$ cat src/rtl/sps_cfg.svh
`ifndef SPS_CFG_SVH
`define SPS_CFG_SVH

// Register byte offsets
`define SPS_OFS_CTRL      4'h0
`define SPS_OFS_STATUS    4'h4
`define SPS_OFS_IRQ_STAT  4'h8
`define SPS_OFS_IRQ_MASK  4'hC

// Control fields and reset value
`define SPS_CTRL_SOFT_RST 0
`define SPS_CTRL_DRV_EN   1
`define SPS_CTRL_RST      32'h0000_0002

// Status fields
`define SPS_ST_STATE_LO   0
`define SPS_ST_HALF       8
`define SPS_ST_DIR        9
`define SPS_ST_OC_PULL    10
`define SPS_ST_HOT        11
`define SPS_ST_EN_PIN     12

// Interrupt event bits, mask reset value
`define SPS_EV_STEP       0
`define SPS_EV_OC         1
`define SPS_EV_HOT        2
`define SPS_EV_W          3
`define SPS_IRQ_MASK_RST  3'h0

// Pin vector bit positions
`define SPS_PIN_STEP      0
`define SPS_PIN_DIR       1
`define SPS_PIN_HALF      2
`define SPS_PIN_RST_N     3
`define SPS_PIN_OC        4
`define SPS_PIN_HOT       5
`define SPS_PIN_EN        6
`define SPS_PIN_W         7

`endif

$ cat src/rtl/sps_pkg.sv
package sps_pkg;

  // One-hot sequencer states, state 1 in bit 0
  typedef enum logic [7:0] {
    SPS_S1 = 8'h01,
    SPS_S2 = 8'h02,
    SPS_S3 = 8'h04,
    SPS_S4 = 8'h08,
    SPS_S5 = 8'h10,
    SPS_S6 = 8'h20,
    SPS_S7 = 8'h40,
    SPS_S8 = 8'h80
  } sps_state_t;

  // Asynchronous pins from the controller and the analog side
  typedef struct packed {
    logic en_pin;             // Shared enable pin level
    logic thermal_hot;        // Temperature sensor trip, hysteresis included
    logic overcurrent_trip;   // High-side current comparator
    logic seq_reset_n;        // Sequencer reset, active low
    logic half_step;          // Step resolution: 1 half, 0 full
    logic rotation_direction; // 1 clockwise, 0 counterclockwise
    logic step_clk;           // Step clock
  } sps_pins_t;

  // Bridge controls
  typedef struct packed {
    logic en_a;
    logic ph_a;
    logic en_b;
    logic ph_b;
  } sps_bridge_t;

  // Avalon-MM request
  typedef struct packed {
    logic [3:0]  address;
    logic        read;
    logic        write;
    logic [31:0] writedata;
  } sps_avm_req_t;

endpackage : sps_pkg

$ cat src/rtl/sps_sequencer.sv
`timescale 1ns/1ns
`include "sps_cfg.svh"
// Function
// - Drive phase and enable for both bridges
// - Step clock rising edge advances, direction chooses
// - Power-up or reset places state 1
// - Resolution high: half step, all eight states
// - Half step clockwise: 1 through 8
// - Half step counterclockwise: 1,8,7,...,2
// - Low in odd state: normal full step
// - Normal: 1,3,5,7 or 1,7,5,3
// - Low in even state: wave drive
// - Wave: 2,4,6,8 or 8,6,4,2
// - Two phases in normal, one in wave
// - From state 1 half step: 2 or 8
// - Overcurrent trip flags a fault
// - Fault sinks enable pin, bridges off
// - Thermal trip switches outputs off
module sps_sequencer (
  input  wire logic                  ref_clk,     // 250 MHz clock
  input  wire logic                  srst,        // Sync reset, high
  input  wire sps_pkg::sps_pins_t    pins,        // Asynchronous pins
  input  wire sps_pkg::sps_avm_req_t avm_req,     // Avalon request
  output logic [31:0]                avm_readdata,    // Read data
  output logic                       avm_waitrequest, // Wait request
  output sps_pkg::sps_bridge_t       bridge,      // Bridge controls
  output logic                       en_pin_out,  // Enable pin drive
  output logic                       en_pin_oe,   // Enable sink on
  output logic                       irq          // Level interrupt
);
  import sps_pkg::*;

  // ****************************************
  // Pin synchronisers
  // ****************************************
  logic [`SPS_PIN_W-1:0] pin_raw;
  logic [`SPS_PIN_W-1:0] s1_q;
  logic [`SPS_PIN_W-1:0] s2_q;
  logic [`SPS_PIN_W-1:0] s3_q;
  logic [`SPS_PIN_W-1:0] flt_q;

  assign pin_raw = pins;

  // Three stages; a change counts once stages two and three agree
  genvar gi;
  generate
    for (gi = 0; gi < `SPS_PIN_W; gi++) begin : g_sync
      always_ff @(posedge ref_clk) begin
        if (srst) begin
          s1_q[gi]  <= 1'b0;
          s2_q[gi]  <= 1'b0;
          s3_q[gi]  <= 1'b0;
          flt_q[gi] <= 1'b0;
        end else begin
          s1_q[gi] <= pin_raw[gi];
          s2_q[gi] <= s1_q[gi];
          s3_q[gi] <= s2_q[gi];
          if (s2_q[gi] == s3_q[gi]) begin
            flt_q[gi] <= s3_q[gi];
          end
        end
      end
    end
  endgenerate

  logic step_f;
  logic dir_f;
  logic half_f;
  logic rst_n_f;
  logic oc_f;
  logic hot_f;
  logic en_f;

  assign step_f  = flt_q[`SPS_PIN_STEP];
  assign dir_f   = flt_q[`SPS_PIN_DIR];
  assign half_f  = flt_q[`SPS_PIN_HALF];
  assign rst_n_f = flt_q[`SPS_PIN_RST_N];
  assign oc_f    = flt_q[`SPS_PIN_OC];
  assign hot_f   = flt_q[`SPS_PIN_HOT];
  assign en_f    = flt_q[`SPS_PIN_EN];

  // ****************************************
  // Register bus
  // ****************************************
  logic [31:0] ctrl_q;
  logic [2:0]  irq_stat_q;
  logic [2:0]  irq_mask_q;
  logic        wait_q;
  logic [31:0] rdata_q;
  logic        acc_take;
  logic        wr_take;
  logic [31:0] status_w;
  logic [2:0]  events;
  sps_state_t  state_q;

  // Answer comes one cycle after the request is seen
  assign acc_take = (avm_req.read | avm_req.write) & wait_q;
  assign wr_take  = avm_req.write & ~wait_q;

  always_ff @(posedge ref_clk) begin
    if (srst) begin
      wait_q <= 1'b1;
    end else begin
      wait_q <= ~acc_take;
    end
  end

  // Status word assembled from live state
  always_comb begin
    status_w                  = 32'h0000_0000;
    status_w[7:0]             = state_q;
    status_w[`SPS_ST_HALF]    = half_f;
    status_w[`SPS_ST_DIR]     = dir_f;
    status_w[`SPS_ST_OC_PULL] = en_pin_oe;
    status_w[`SPS_ST_HOT]     = hot_f;
    status_w[`SPS_ST_EN_PIN]  = en_f;
  end

  // Read data latched while waitrequest is still high
  always_ff @(posedge ref_clk) begin
    if (srst) begin
      rdata_q <= 32'h0000_0000;
    end else if (acc_take && avm_req.read) begin
      unique case (avm_req.address)
        `SPS_OFS_CTRL:     rdata_q <= ctrl_q;
        `SPS_OFS_STATUS:   rdata_q <= status_w;
        `SPS_OFS_IRQ_STAT: rdata_q <= {29'h0000_0000, irq_stat_q};
        `SPS_OFS_IRQ_MASK: rdata_q <= {29'h0000_0000, irq_mask_q};
        default:           rdata_q <= 32'h0000_0000; // Unmapped reads 0
      endcase
    end
  end

  // Control and mask writes; unmapped writes are dropped
  always_ff @(posedge ref_clk) begin
    if (srst) begin
      ctrl_q     <= `SPS_CTRL_RST;
      irq_mask_q <= `SPS_IRQ_MASK_RST;
    end else if (wr_take) begin
      if (avm_req.address == `SPS_OFS_CTRL) begin
        ctrl_q <= {30'h0000_0000, avm_req.writedata[1:0]};
      end
      if (avm_req.address == `SPS_OFS_IRQ_MASK) begin
        irq_mask_q <= avm_req.writedata[2:0];
      end
    end
  end

  // Sticky events, write one to clear; a new event beats the clear
  always_ff @(posedge ref_clk) begin
    if (srst) begin
      irq_stat_q <= 3'h0;
    end else if (wr_take && avm_req.address == `SPS_OFS_IRQ_STAT) begin
      irq_stat_q <= (irq_stat_q & ~avm_req.writedata[2:0]) | events;
    end else begin
      irq_stat_q <= irq_stat_q | events;
    end
  end

  // Interrupt output registered
  always_ff @(posedge ref_clk) begin
    if (srst) begin
      irq <= 1'b0;
    end else begin
      irq <= |(irq_stat_q & irq_mask_q);
    end
  end

  assign avm_waitrequest = wait_q;
  assign avm_readdata    = rdata_q;

  // ****************************************
  // Phase sequencer
  // ****************************************
  logic       step_prev_q;
  logic       step_edge;
  logic       seq_hold;
  sps_state_t state_d;

  assign step_edge = step_f & ~step_prev_q;
  assign seq_hold  = ~rst_n_f | ctrl_q[`SPS_CTRL_SOFT_RST];

  always_ff @(posedge ref_clk) begin
    if (srst) begin
      step_prev_q <= 1'b0;
    end else begin
      step_prev_q <= step_f;
    end
  end

  // Rotation of the one-hot code gives the modulo-eight wrap.
  // Full step moves by two, so odd stays odd and even stays even:
  // the parity at the moment resolution goes low picks the drive.
  always_comb begin
    state_d = state_q;
    if (half_f && dir_f) begin
      state_d = sps_state_t'({state_q[6:0], state_q[7]});
    end else if (half_f) begin
      state_d = sps_state_t'({state_q[0], state_q[7:1]});
    end else if (dir_f) begin
      state_d = sps_state_t'({state_q[5:0], state_q[7:6]});
    end else begin
      state_d = sps_state_t'({state_q[1:0], state_q[7:2]});
    end
  end

  // Reset pin and soft reset override the step clock
  always_ff @(posedge ref_clk) begin
    if (srst || seq_hold) begin
      state_q <= SPS_S1;
    end else if (step_edge) begin
      state_q <= state_d;
    end
  end

  // ****************************************
  // Protection
  // ****************************************
  logic oc_pull_q;
  logic hot_prev_q;
  logic drive_ok;

  // Sink holds until the trip clears and the pin is seen low,
  // so the outside RC sets the disable time
  always_ff @(posedge ref_clk) begin
    if (srst) begin
      oc_pull_q <= 1'b0;
    end else if (oc_f) begin
      oc_pull_q <= 1'b1;
    end else if (!en_f) begin
      oc_pull_q <= 1'b0;
    end
  end

  always_ff @(posedge ref_clk) begin
    if (srst) begin
      en_pin_oe  <= 1'b0;
      en_pin_out <= 1'b0;
    end else begin
      en_pin_oe  <= oc_f | oc_pull_q;
      en_pin_out <= 1'b0;
    end
  end

  always_ff @(posedge ref_clk) begin
    if (srst) begin
      hot_prev_q <= 1'b0;
    end else begin
      hot_prev_q <= hot_f;
    end
  end

  assign events[`SPS_EV_STEP] = step_edge & ~seq_hold;
  assign events[`SPS_EV_OC]   = oc_f & ~oc_pull_q;
  assign events[`SPS_EV_HOT]  = hot_f & ~hot_prev_q;

  // Sensor carries the hysteresis; logic only follows its level
  assign drive_ok = en_f & ~oc_f & ~oc_pull_q & ~hot_f
                  & ctrl_q[`SPS_CTRL_DRV_EN];

  // ****************************************
  // Bridge map
  // ****************************************
  // Odd states energise both windings, even states one only
  always_ff @(posedge ref_clk) begin
    if (srst) begin
      bridge <= 4'h0;
    end else begin
      unique case (state_q)
        SPS_S1:  bridge <= {1'b1, 1'b1, 1'b1, 1'b1} & {4{drive_ok}};
        SPS_S2:  bridge <= {1'b0, 1'b0, 1'b1, 1'b1} & {4{drive_ok}};
        SPS_S3:  bridge <= {1'b1, 1'b0, 1'b1, 1'b1} & {4{drive_ok}};
        SPS_S4:  bridge <= {1'b1, 1'b0, 1'b0, 1'b0} & {4{drive_ok}};
        SPS_S5:  bridge <= {1'b1, 1'b0, 1'b1, 1'b0} & {4{drive_ok}};
        SPS_S6:  bridge <= {1'b0, 1'b0, 1'b1, 1'b0} & {4{drive_ok}};
        SPS_S7:  bridge <= {1'b1, 1'b1, 1'b1, 1'b0} & {4{drive_ok}};
        SPS_S8:  bridge <= {1'b1, 1'b1, 1'b0, 1'b0} & {4{drive_ok}};
        default: bridge <= 4'h0;
      endcase
    end
  end
endmodule : sps_sequencer

$ cat config.mk
export PLATFORM = sky130hd
export DESIGN_NAME = sps_sequencer
export DESIGN_NICKNAME = d
export VERILOG_FILES = /design/src/rtl/sps_pkg.sv /design/src/rtl/sps_sequencer.sv
export VERILOG_INCLUDE_DIRS = /design/src /design/src/rtl
export SDC_FILE = /design/constraint.sdc
export NUM_CORES = 1
export LEC_CHECK = 0
export BUFFER_PORTS_ARGS = -buffer_cell sky130_fd_sc_hd__buf_2
export CORE_ASPECT_RATIO = 1.1
export CORE_MARGIN = 2
export CORE_UTILIZATION = 38
export CTS_CLUSTER_DIAMETER = 100
export DETAILED_ROUTE_END_ITERATION = 6
export PLACE_DENSITY = 0.66
export SLEW_MARGIN = 40
export SYNTH_ARGS = -nofsm -noshare
export SYNTH_HDL_FRONTEND = slang
export SYNTH_SLANG_ARGS = --single-unit
export TNS_END_PERCENT = 50
$ cat constraint.sdc
create_clock -name ref_clk -period 2.1 [get_ports ref_clk]
set_clock_uncertainty 0.1 [all_clocks]
set_input_delay 0.105 -clock ref_clk [delete_from_list [all_inputs] [get_ports ref_clk]]
set_output_delay 0.105 -clock ref_clk [all_outputs]
set_load 0.02 [all_outputs]
==> metrics.cfg, run 1 <==
[status]
status=completed

[min_path]
hp-class=input port to flip-flop

[die]
pin_count=87
num_rows=32
die_area_um2=8110
initial_core_util_pct=39.7
die_y_um=94.2
coreArea_um2=7090
die_x_um=86.0

[setup_path]
reg2reg_slack_ns=0.44
crit_arrival_ns=1.83
critPathRequiredTime_ns=2.28
cp-start-kind=flip-flop
crit_slowest_cell=or4bb_1
crit_type=flip-flop to flip-flop
critPathMaxFanout=5
path_cells=nor4_1, or4bb_1, o22ai_1
end_kind=flip-flop
cpPeakStageDelay_ns=0.53

[synth]
synth_compound_area_share_pct=13.3
synth_top_area_share_pct=47.7
syn_inst=288
netlist_top_cells_area=dfxtp_1 (48%), mux4_2 (8.0%), nor2b_1 (5.6%), buf_4 (5.3%), nor2_1 (5.2%)
yosys.area_share.simple_pct=19.0
synth_top_family_by_area=simple AND/OR/NAND/NOR gates
synth.avg_cell_area_um2=9.77
synth_edf_count=0
seq_area_frac_synth_pct=47.7
yosysUniqueCellTypes=40
synth_area_um2=2810
async_reset_ff_share_pct=0
synth.area.mux_share_pct=9.48
yosysWarnings=0
ys.flop_type=dfxtp_1
synth.largest_area_cell=dfxtp_1
synth_xor_area_share_pct=1.25
synth_seq_cells=67
synthAdderAreaFrac_pct=0

[cells_and_area]
diodes=0
num-fill-cells=693
drive_above_1_share_pct=22.3
area_delta_synth_final_pct=15.5
nets=374
fin_cells=417

[pwr]
p_sw_share_pct=26.1
seqPwrFrac_pct=53.9
power_density_nw_per_um2=742
peakVddDrop_mv=0.427
p_comb_share_pct=6.1
net-switching-power_uw=629
pwr-share-clk_pct=40.0
leakage_uw=0.00128
p_int_uw=1780
p_total_uw=2410

[global_route]
grt_max_degree=36
gr-total-overflow=0
antenna_found_initial=0
grt_pass1_wl_um=8830
grt_usage_pct=14.2
grt_pass1_vias=1849

[place]
place.gp.congestion=0.814
io_buffer_count=37
hpwlAfterDp_um=3700
place_inst=389

[clocking]
cts_setup_buffers=0
insertion_delay_ns=0.35
cts_max_level=3
cts-root-buf=clkbuf_8
postCtsHoldBufs=12
clkTransAtPathRegs_ns=0.08
cts_buffers=9
ctsResizeCount=0
cts_tree=yes
max-clock-path-buffers=2
clkSinkCount=67

[flow_run]
cap_violations=0

[timing]
tns_ns=0
finalHoldViolCount=0
max_slew_margin_pct=54.0
grt_setup_unrepaired=no
setup_viol=0
min_period_ns=1.66
timing.final.crit_share_pct=79.0
worst_pin_slew_ns=0.680
max_freq_mhz=603
drv_slew=0

[route]
drtPass1Iterations=4
drc=0
route.vias.total=2095
routed_wl_um=5490
drtAntennaViolNets=0
via_per_inst=5.02
drt_iter0_drc=109
wire_per_inst_um=13.2

[cells in the final DEF (no fill, tap or decap), types with 10 or more instances in the layout]
cell type / netlist / layout
dlygate4sd3_1: 0 / 12
conb_1: 1 / 20
nor2_1: 39 / 39
nor2b_1: 25 / 25
dfxtp_1: 67 / 67
nand2_1: 17 / 17
buf_2: 5 / 37
mux4_2: 10 / 10
a21oi_1: 13 / 13
o21ai_0: 16 / 16
a32oi_1: 10 / 10
[cell families after synthesis]
family | Yosys count
simple gates | 104
flops | 67
compound gates | 53
buf+inv | 45
mux | 14
xor+xnor | 4
other cells | 1
[metrics by stage]
step                hold slack [ns]  util (%)  instance area [um^2]  setup WS, ns
floorplan                     0.121         -                  2880         0.528
CTS                          0.0164      45.9                  3250         0.449
global placement              0.219      41.6                  2950         0.464
global route                 0.0438      45.9                  3250         0.311
finish                       0.0298      45.9                  3250         0.441
detailed placement            0.219      41.6                  2950         0.476
[cells in the mapped netlist (all sizes together), types with 4 or more instances]
cell    instances
a21oi          13
a32oi          10
buf            28
clkbuf         16
dfxtp          67
mux4           10
nand2          17
nor2           39
nor2b          25
nor3            8
o21ai          17
xor2            4
[critical path, delay by kind of cell (launching register included)]
kind            cells  cell delay (ns)
flops               1             0.35
simple gates        2             1.00
compound gates      1             0.14
[cell type report]
type | instances | area, um^2 | area share, %
repair buffers | 53 | 335 | 10.3
well taps | 85 | 106 | 3.27
clock inverters | 6 | 50.0 | 1.54
flip-flops and latches | 67 | 1340 | 41.3
inverters | 1 | 3.75 | 0.116
clock buffers | 10 | 128 | 3.93
multi-input cells | 195 | 1280 | 39.5
[path summary, 6_finish.rpt]
check / startpoint / to / depth (start not counted)
min: avm_req[35] / irq_mask_q[1] / 4
min reg2reg: s1_q[3] / s2_q[3] / 1
max: oc_f / bridge[3] / 3
max reg2reg: oc_f / bridge[3] / 3
[per-layer routing]
layer | vias up | part of all wire, % | track usage [%]
met4 | 0 | 1.7 | 6.08
met5 | - | 0 | 0
met2 | 56 | 47 | 22.5
met3 | 11 | 5.9 | 5.27
li1 | 1046 | - | -
met1 | 982 | 45 | 17.1
[sequential cells by signal, summed over array words and instances (netlist names)]
register and cells:
en_pin_oe 1, step_f 1, irq 1, ctrl_q 2
hot_prev_q 1, hot_f 1, en_f 1, avm_waitrequest 1
dir_f 1, avm_readdata 13, s1_q 7, s2_q 7
s3_q 7, state_q 8, irq_stat_q 3, rst_n_f 1
irq_mask_q 3, step_prev_q 1, oc_pull_q 1, bridge 4
oc_f 1, half_f 1
[power groups by stage]
stage	clock, uW	combinational (uW)	sequential (uW)
finish	964	148	1300
global route	1050	161	1300
CTS	991	148	1300
detailed placement	0	130	1330
global placement	0	129	1330
floorplan	0	122	1330
Note: power is estimated with default switching activity, not from simulation.
==> inputs of run 2 (changes only) <==
--- a/config.mk
+++ b/config.mk
@@ -12,7 +12,7 @@
 export CORE_UTILIZATION = 38
 export CTS_CLUSTER_DIAMETER = 100
 export DETAILED_ROUTE_END_ITERATION = 6
-export PLACE_DENSITY = 0.66
+export PLACE_DENSITY = 0.69
 export SLEW_MARGIN = 40
 export SYNTH_ARGS = -nofsm -noshare
 export SYNTH_HDL_FRONTEND = slang
==> constraint.sdc (replaced) <==
create_clock -name ref_clk -period 1.5 [get_ports ref_clk]
set_clock_uncertainty 0.1 [all_clocks]
set_input_delay 0.075 -clock ref_clk [delete_from_list [all_inputs] [get_ports ref_clk]]
set_output_delay 0.075 -clock ref_clk [all_outputs]
set_load 0.02 [all_outputs]
==> metrics.cfg, run 2 (synthesis results as in run 1) <==
[place]
io_buffer_count=37  ; unchanged
hpwlAfterDp_um=3830  ; +3.5%
place_inst=403  ; +3.6%
place.gp.congestion=0.852  ; +4.7%

[cells_and_area]
diodes=0  ; unchanged
largest_reg_flops=13  ; unchanged
drive_above_1_share_pct=26.4  ; +4.1 points
final_common_cell=dfxtp_1
num-fill-cells=667  ; -3.8%
nets=388  ; +3.7%
area_delta_synth_final_pct=20.7
multiInputGateArea_um2=1300  ; +1.4%
regArea_um2=1350  ; +0.47%
fin_util_pct=47.9  ; +2.0 points
mostFrequentLayoutCells=dfxtp_1 (64), nor2_1 (39), buf_2 (37)
fin_cells=430  ; +3.1%

[global_route]
gr-total-overflow=0  ; unchanged
grt_usage_pct=15.7  ; +1.5 points
grt_max_degree=52  ; +44%
grt_pass1_wl_um=9760  ; +11%
antenna_found_initial=0  ; unchanged
grt_pass1_vias=2043  ; +10%

[timing]
max_freq_mhz=685  ; +14%
max_slew_margin_pct=64.9  ; +11 points
setup_viol=0  ; unchanged
grt_setup_unrepaired=yes
worst_pin_slew_ns=0.525  ; -0.156 ns
drv_slew=0  ; unchanged
finalHoldViolCount=0  ; unchanged
timing.final.crit_share_pct=97.3  ; +18 points
whs_ns=0.0784  ; +0.0486 ns
min_period_ns=1.46  ; -0.200 ns
tns_ns=0  ; unchanged

[route]
drt_iter0_drc=178  ; +63%
route.vias.total=2170  ; +3.6%
met3RoutedLength_um=370  ; +14%
met2_length_um=2710  ; +4.3%
wire_per_inst_um=13.5  ; +2.2%
drtPass1Iterations=4  ; unchanged
via_per_inst=5.05  ; +0.45%
wl_met1_um=2590  ; +4.8%
drc=0  ; unchanged
drtAntennaViolNets=0  ; unchanged
top_layer_used=met4
routed_wl_um=5780  ; +5.4%

[die]
initial_core_util_pct=39.7  ; unchanged
coreArea_um2=7090  ; unchanged
die_x_um=86.0  ; unchanged
num_rows=32  ; unchanged
die_area_um2=8110  ; unchanged
die_y_um=94.2  ; unchanged
pin_count=87  ; unchanged

[setup_path]
crit_arrival_ns=1.63  ; -0.20 ns
startpoint=avm_waitrequest
path_cells=or4b_4, nor3_4, mux2i_1
critPathMaxFanout=7  ; +2
cpPeakStageDelay_ns=0.56  ; +0.03 ns
cp-start-kind=flip-flop
crit_family=simple AND/OR/NAND/NOR gates
end_kind=flip-flop
reg2reg_slack_ns=0.04  ; -0.40 ns
reg2reg_from=avm_waitrequest
path_buf_inv=0  ; unchanged
crit_slowest_cell=or4b_4
r2r_cells=3  ; unchanged
crit_type=flip-flop to flip-flop
critical_path_depth=3  ; unchanged
critPathRequiredTime_ns=1.67  ; -0.61 ns

[clocking]
insertion_delay_ns=0.34  ; about the same
cts_tree=yes
clkTransAtPathRegs_ns=0.07  ; about the same
max-clock-path-buffers=2  ; unchanged
cts_buffers=9  ; unchanged
cts_max_level=3  ; unchanged
clkSinkCount=67  ; unchanged
cts_setup_buffers=0  ; unchanged
cts-root-buf=clkbuf_8

[min_path]
worstHoldStart=avm_req[36]
hp-class=input port to flip-flop
hold_depth=3  ; -1

[pwr]
pwr-share-clk_pct=42.1  ; +2.1 points
p_comb_share_pct=6.4  ; +0.3 points
power_density_nw_per_um2=1040  ; +40%
p_sw_share_pct=22.4  ; -3.7 points
p_total_uw=3530  ; +47%
net-switching-power_uw=793  ; +26%
peakVddDrop_mv=0.579  ; +36%
seqPwrFrac_pct=51.4  ; -2.5 points
leakage_uw=0.00138  ; +7.3%
p_int_uw=2740  ; +54%

[flow_run]
cap_violations=0  ; unchanged

[status]
status=completed

==> run 2: cell types whose count changed in the layout (fill, tap and decap cells not counted), sizes merged <==
cell	delta
buf	+14
bufinv	+1
clkbuf	+3
clkinv	-1
clkinvlp	-2
inv	-2
==> run 2: routing by layer <==
| layer | track usage [%] | up-vias |
|---|---|---|
| li1 | - | 1065 |
| met1 | 19.5 | 1018 |
| met2 | 24.6 | 78 |
| met3 | 4.75 | 9 |
| met4 | 7.41 | 0 |
| met5 | 0 | - |
==> run 2: final cells by class <==
| cell class | instances | share of cell area [%] |
|---|---|---|
| inverters | 1 | 0.111 |
| clock inverters | 2 | 1.03 |
| clock buffers | 13 | 4.68 |
| well taps | 85 | 3.13 |
| multi-input cells | 195 | 38.4 |
| flip-flops and latches | 67 | 39.7 |
| repair buffers | 67 | 13.0 |
==> run 2: final timing paths <==
path,end
worst max-delay path,ctrl_q[0]
worst min-delay path,avm_readdata[2]
worst max register to register,ctrl_q[0]
worst min register to register,s2_q[6]
==> run 2: timing repair <==
| action | in CTS | in global routing |
|---|---|---|
| resized for setup | 0 | 4 |
| setup endpoints to repair | 0 | 12 |
| endpoints found under the hold margin | 13 | 0 |
| hold buffers | 12 | 0 |
==> run 2: worst reg2reg max path: cells and delay by family, from the launching register on <==
kind	cells	cell delay (ns)
flip-flops	1	0.34
multiplexers	1	0.20
AND/OR/NAND/NOR	2	0.76
==> run 2: power groups by stage <==
stage | sequential, uW | clock [uW] | combinational [uW]
finish | 1820 | 1490 | 227
global route | 1820 | 1600 | 247
CTS | 1820 | 1520 | 224
detailed placement | 1860 | 0 | 200
global placement | 1860 | 0 | 197
floorplan | 1860 | 0 | 171
==> run 2: through the flow <==
stage          setup slack, ns  area, um^2
2_1_floorplan           0.0102        2890
3_3_place_gp            0.0226        3060
3_5_place_dp            0.0381        3060
4_1_cts                 0.0183        3380
5_1_grt                -0.0303        3390
6_report                0.0406        3390
==> inputs of run 3 (changes only) <==
--- a/config.mk
+++ b/config.mk
@@ -9,10 +9,10 @@
 export BUFFER_PORTS_ARGS = -buffer_cell sky130_fd_sc_hd__buf_2
 export CORE_ASPECT_RATIO = 1.1
 export CORE_MARGIN = 2
-export CORE_UTILIZATION = 38
+export CORE_UTILIZATION = 46
 export CTS_CLUSTER_DIAMETER = 100
 export DETAILED_ROUTE_END_ITERATION = 6
-export PLACE_DENSITY = 0.69
+export PLACE_DENSITY = 0.8
 export SLEW_MARGIN = 40
 export SYNTH_ARGS = -nofsm -noshare
 export SYNTH_HDL_FRONTEND = slang
==> metrics.cfg, run 3 (synthesis results as in run 1) <==
[global_route]
grt_pass1_vias=1991  ; -2.5%
antenna_found_initial=0  ; unchanged
grt_usage_pct=17.4  ; +1.8 points
grt_pass1_wl_um=9090  ; -6.9%
grt_max_degree=51  ; -1.9%
gr-total-overflow=0  ; unchanged

[clocking]
cts_setup_buffers=0  ; unchanged
max-clock-path-buffers=2  ; unchanged
clkTransAtPathRegs_ns=0.07  ; about the same
cts-root-buf=clkbuf_8
clkSinkCount=67  ; unchanged
cts_buffers=9  ; unchanged
insertion_delay_ns=0.35  ; about the same
cts_max_level=3  ; unchanged
cts_tree=yes

[pwr]
pwr-share-clk_pct=41.4  ; -0.7 points
p_int_uw=2700  ; -1.3%
p_comb_share_pct=6.5  ; about the same
p_total_uw=3480  ; -1.3%
leakage_uw=0.00138  ; -0.12%
power_density_nw_per_um2=1030  ; -1.1%
net-switching-power_uw=780  ; -1.5%
seqPwrFrac_pct=52.1  ; +0.7 points
peakVddDrop_mv=0.633  ; +9.4%
p_sw_share_pct=22.4  ; -0.043 points

[timing]
max_slew_margin_pct=62.9  ; -1.9 points
grt_setup_unrepaired=yes
timing.final.crit_share_pct=99.4  ; +2.1 points
drv_slew=0  ; unchanged
finalHoldViolCount=0  ; unchanged
min_period_ns=1.49  ; +0.0320 ns
setup_viol=0  ; unchanged
worst_pin_slew_ns=0.555  ; +0.0301 ns
max_freq_mhz=670  ; -2.1%
whs_ns=0.0685  ; -0.00993 ns

[setup_path]
crit_family=simple AND/OR/NAND/NOR gates
path_buf_inv=0  ; unchanged
reg2reg_from=avm_waitrequest
cpPeakStageDelay_ns=0.56  ; about the same
path_cells=or4b_4, nor3_4, mux2i_1
critPathMaxFanout=7  ; unchanged
crit_slowest_cell=or4b_4
end_kind=flip-flop
crit_type=flip-flop to flip-flop
r2r-end=ctrl_q[0]
cp-start-kind=flip-flop
crit_arrival_ns=1.66  ; +0.03 ns
reg2reg_slack_ns=0.009  ; -0.03 ns
critPathRequiredTime_ns=1.67  ; about the same
r2r_cells=3  ; unchanged

[min_path]
whs_endpoint=step_prev_q
hold_depth=2  ; -1
worstHoldStart=srst
hp-class=input port to flip-flop

[place]
place.gp.congestion=0.880  ; +3.2%
placed_area_um2=3040  ; -0.90%
io_buffer_count=37  ; unchanged
hpwlAfterDp_um=3740  ; -2.2%

[route]
drtPass1Iterations=5  ; +1
drt_iter0_drc=235  ; +32%
routed_wl_um=5620  ; -2.9%
via_per_inst=5.19  ; +2.7%
route.vias.total=2183  ; +0.60%
drc=0  ; unchanged
drtAntennaViolNets=0  ; unchanged
wire_per_inst_um=13.3  ; -0.79%

[cells_and_area]
final_common_cell=dfxtp_1
mostFrequentLayoutCells=dfxtp_1 (62), nor2_1 (39), buf_2 (36)
area_delta_synth_final_pct=20.4
diodes=0  ; unchanged
largest_reg_flops=13  ; unchanged
drive_above_1_share_pct=26.5  ; +0.077 points
fin_util_pct=58.0  ; +10 points
fin_area_um2=3390  ; -0.26%
nets=386  ; -0.52%

[die]
pin_count=87  ; unchanged
coreArea_um2=5840  ; -18%
initial_core_util_pct=48.1  ; +8.5 points
die_x_um=78.6  ; -8.7%
die_y_um=86.0  ; -8.7%
die_area_um2=6760  ; -17%
num_rows=29  ; -9.4%

[status]
status=completed

[flow_run]
cap_violations=0  ; unchanged

run 3: worst max path at each step:
stage	startpoint	to	slack [ns]	cells past startpoint
floorplan	avm_waitrequest	irq_stat_q[1]	0.01	4
global placement	oc_pull_q	bridge[3]	0.03	3
detailed placement	oc_pull_q	bridge[3]	-0.02	3
CTS	avm_waitrequest	ctrl_q[0]	0.01	3
global route	avm_waitrequest	irq_stat_q[2]	-0.04	3
finish	avm_waitrequest	ctrl_q[0]	0.009	3
run 3: power groups by stage:
stage                     Clock, uW  Sequential (uW)  Combinational [uW]
after global placement            0             1860                 189
final                          1440             1820                 225
after global routing           1560             1820                 244
after floorplan                   0             1860                 171
after detailed placement          0             1860                 193
after CTS                      1470             1820                 220
run 3: final cells by class:
cell class	instances	area (um^2)
inverter	1	3.75
multi-input combinational	195	1310
sequential	67	1350
tap	77	96.3
clock inverter	2	35.0
timing repair buffer	65	437
fill	496	2460
clock buffer	14	153
run 3: metal layers:
metal  vias to the layer above  routed length, um  track usage, %
met2                        72               2800            29.1
li1                       1069                  -               -
met5                         -                  0               0
met4                         0                133            9.57
met1                      1030               2360            20.1
met3                        12                320            4.95
run 3: per-stage QoR:
| step | setup slack, ns | instances | TNS (ns) |
|---|---|---|---|
| global placement | 0.0280 | 393 | 0 |
| floorplan | 0.0102 | 307 | 0 |
| finish | 0.00857 | 421 | 0 |
| global route | -0.0351 | 421 | -0.106 |
| detailed placement | -0.0187 | 393 | -0.0187 |
| CTS | 0.0100 | 422 | 0 |
run 3: what timing repair did:
action | 4_1_cts | 5_1_grt
setup endpoints to repair | 2 | 8
endpoints found under the hold margin | 14 | 0
hold buffers | 13 | 0
resized for setup | 2 | 8
pin swaps | 0 | 2
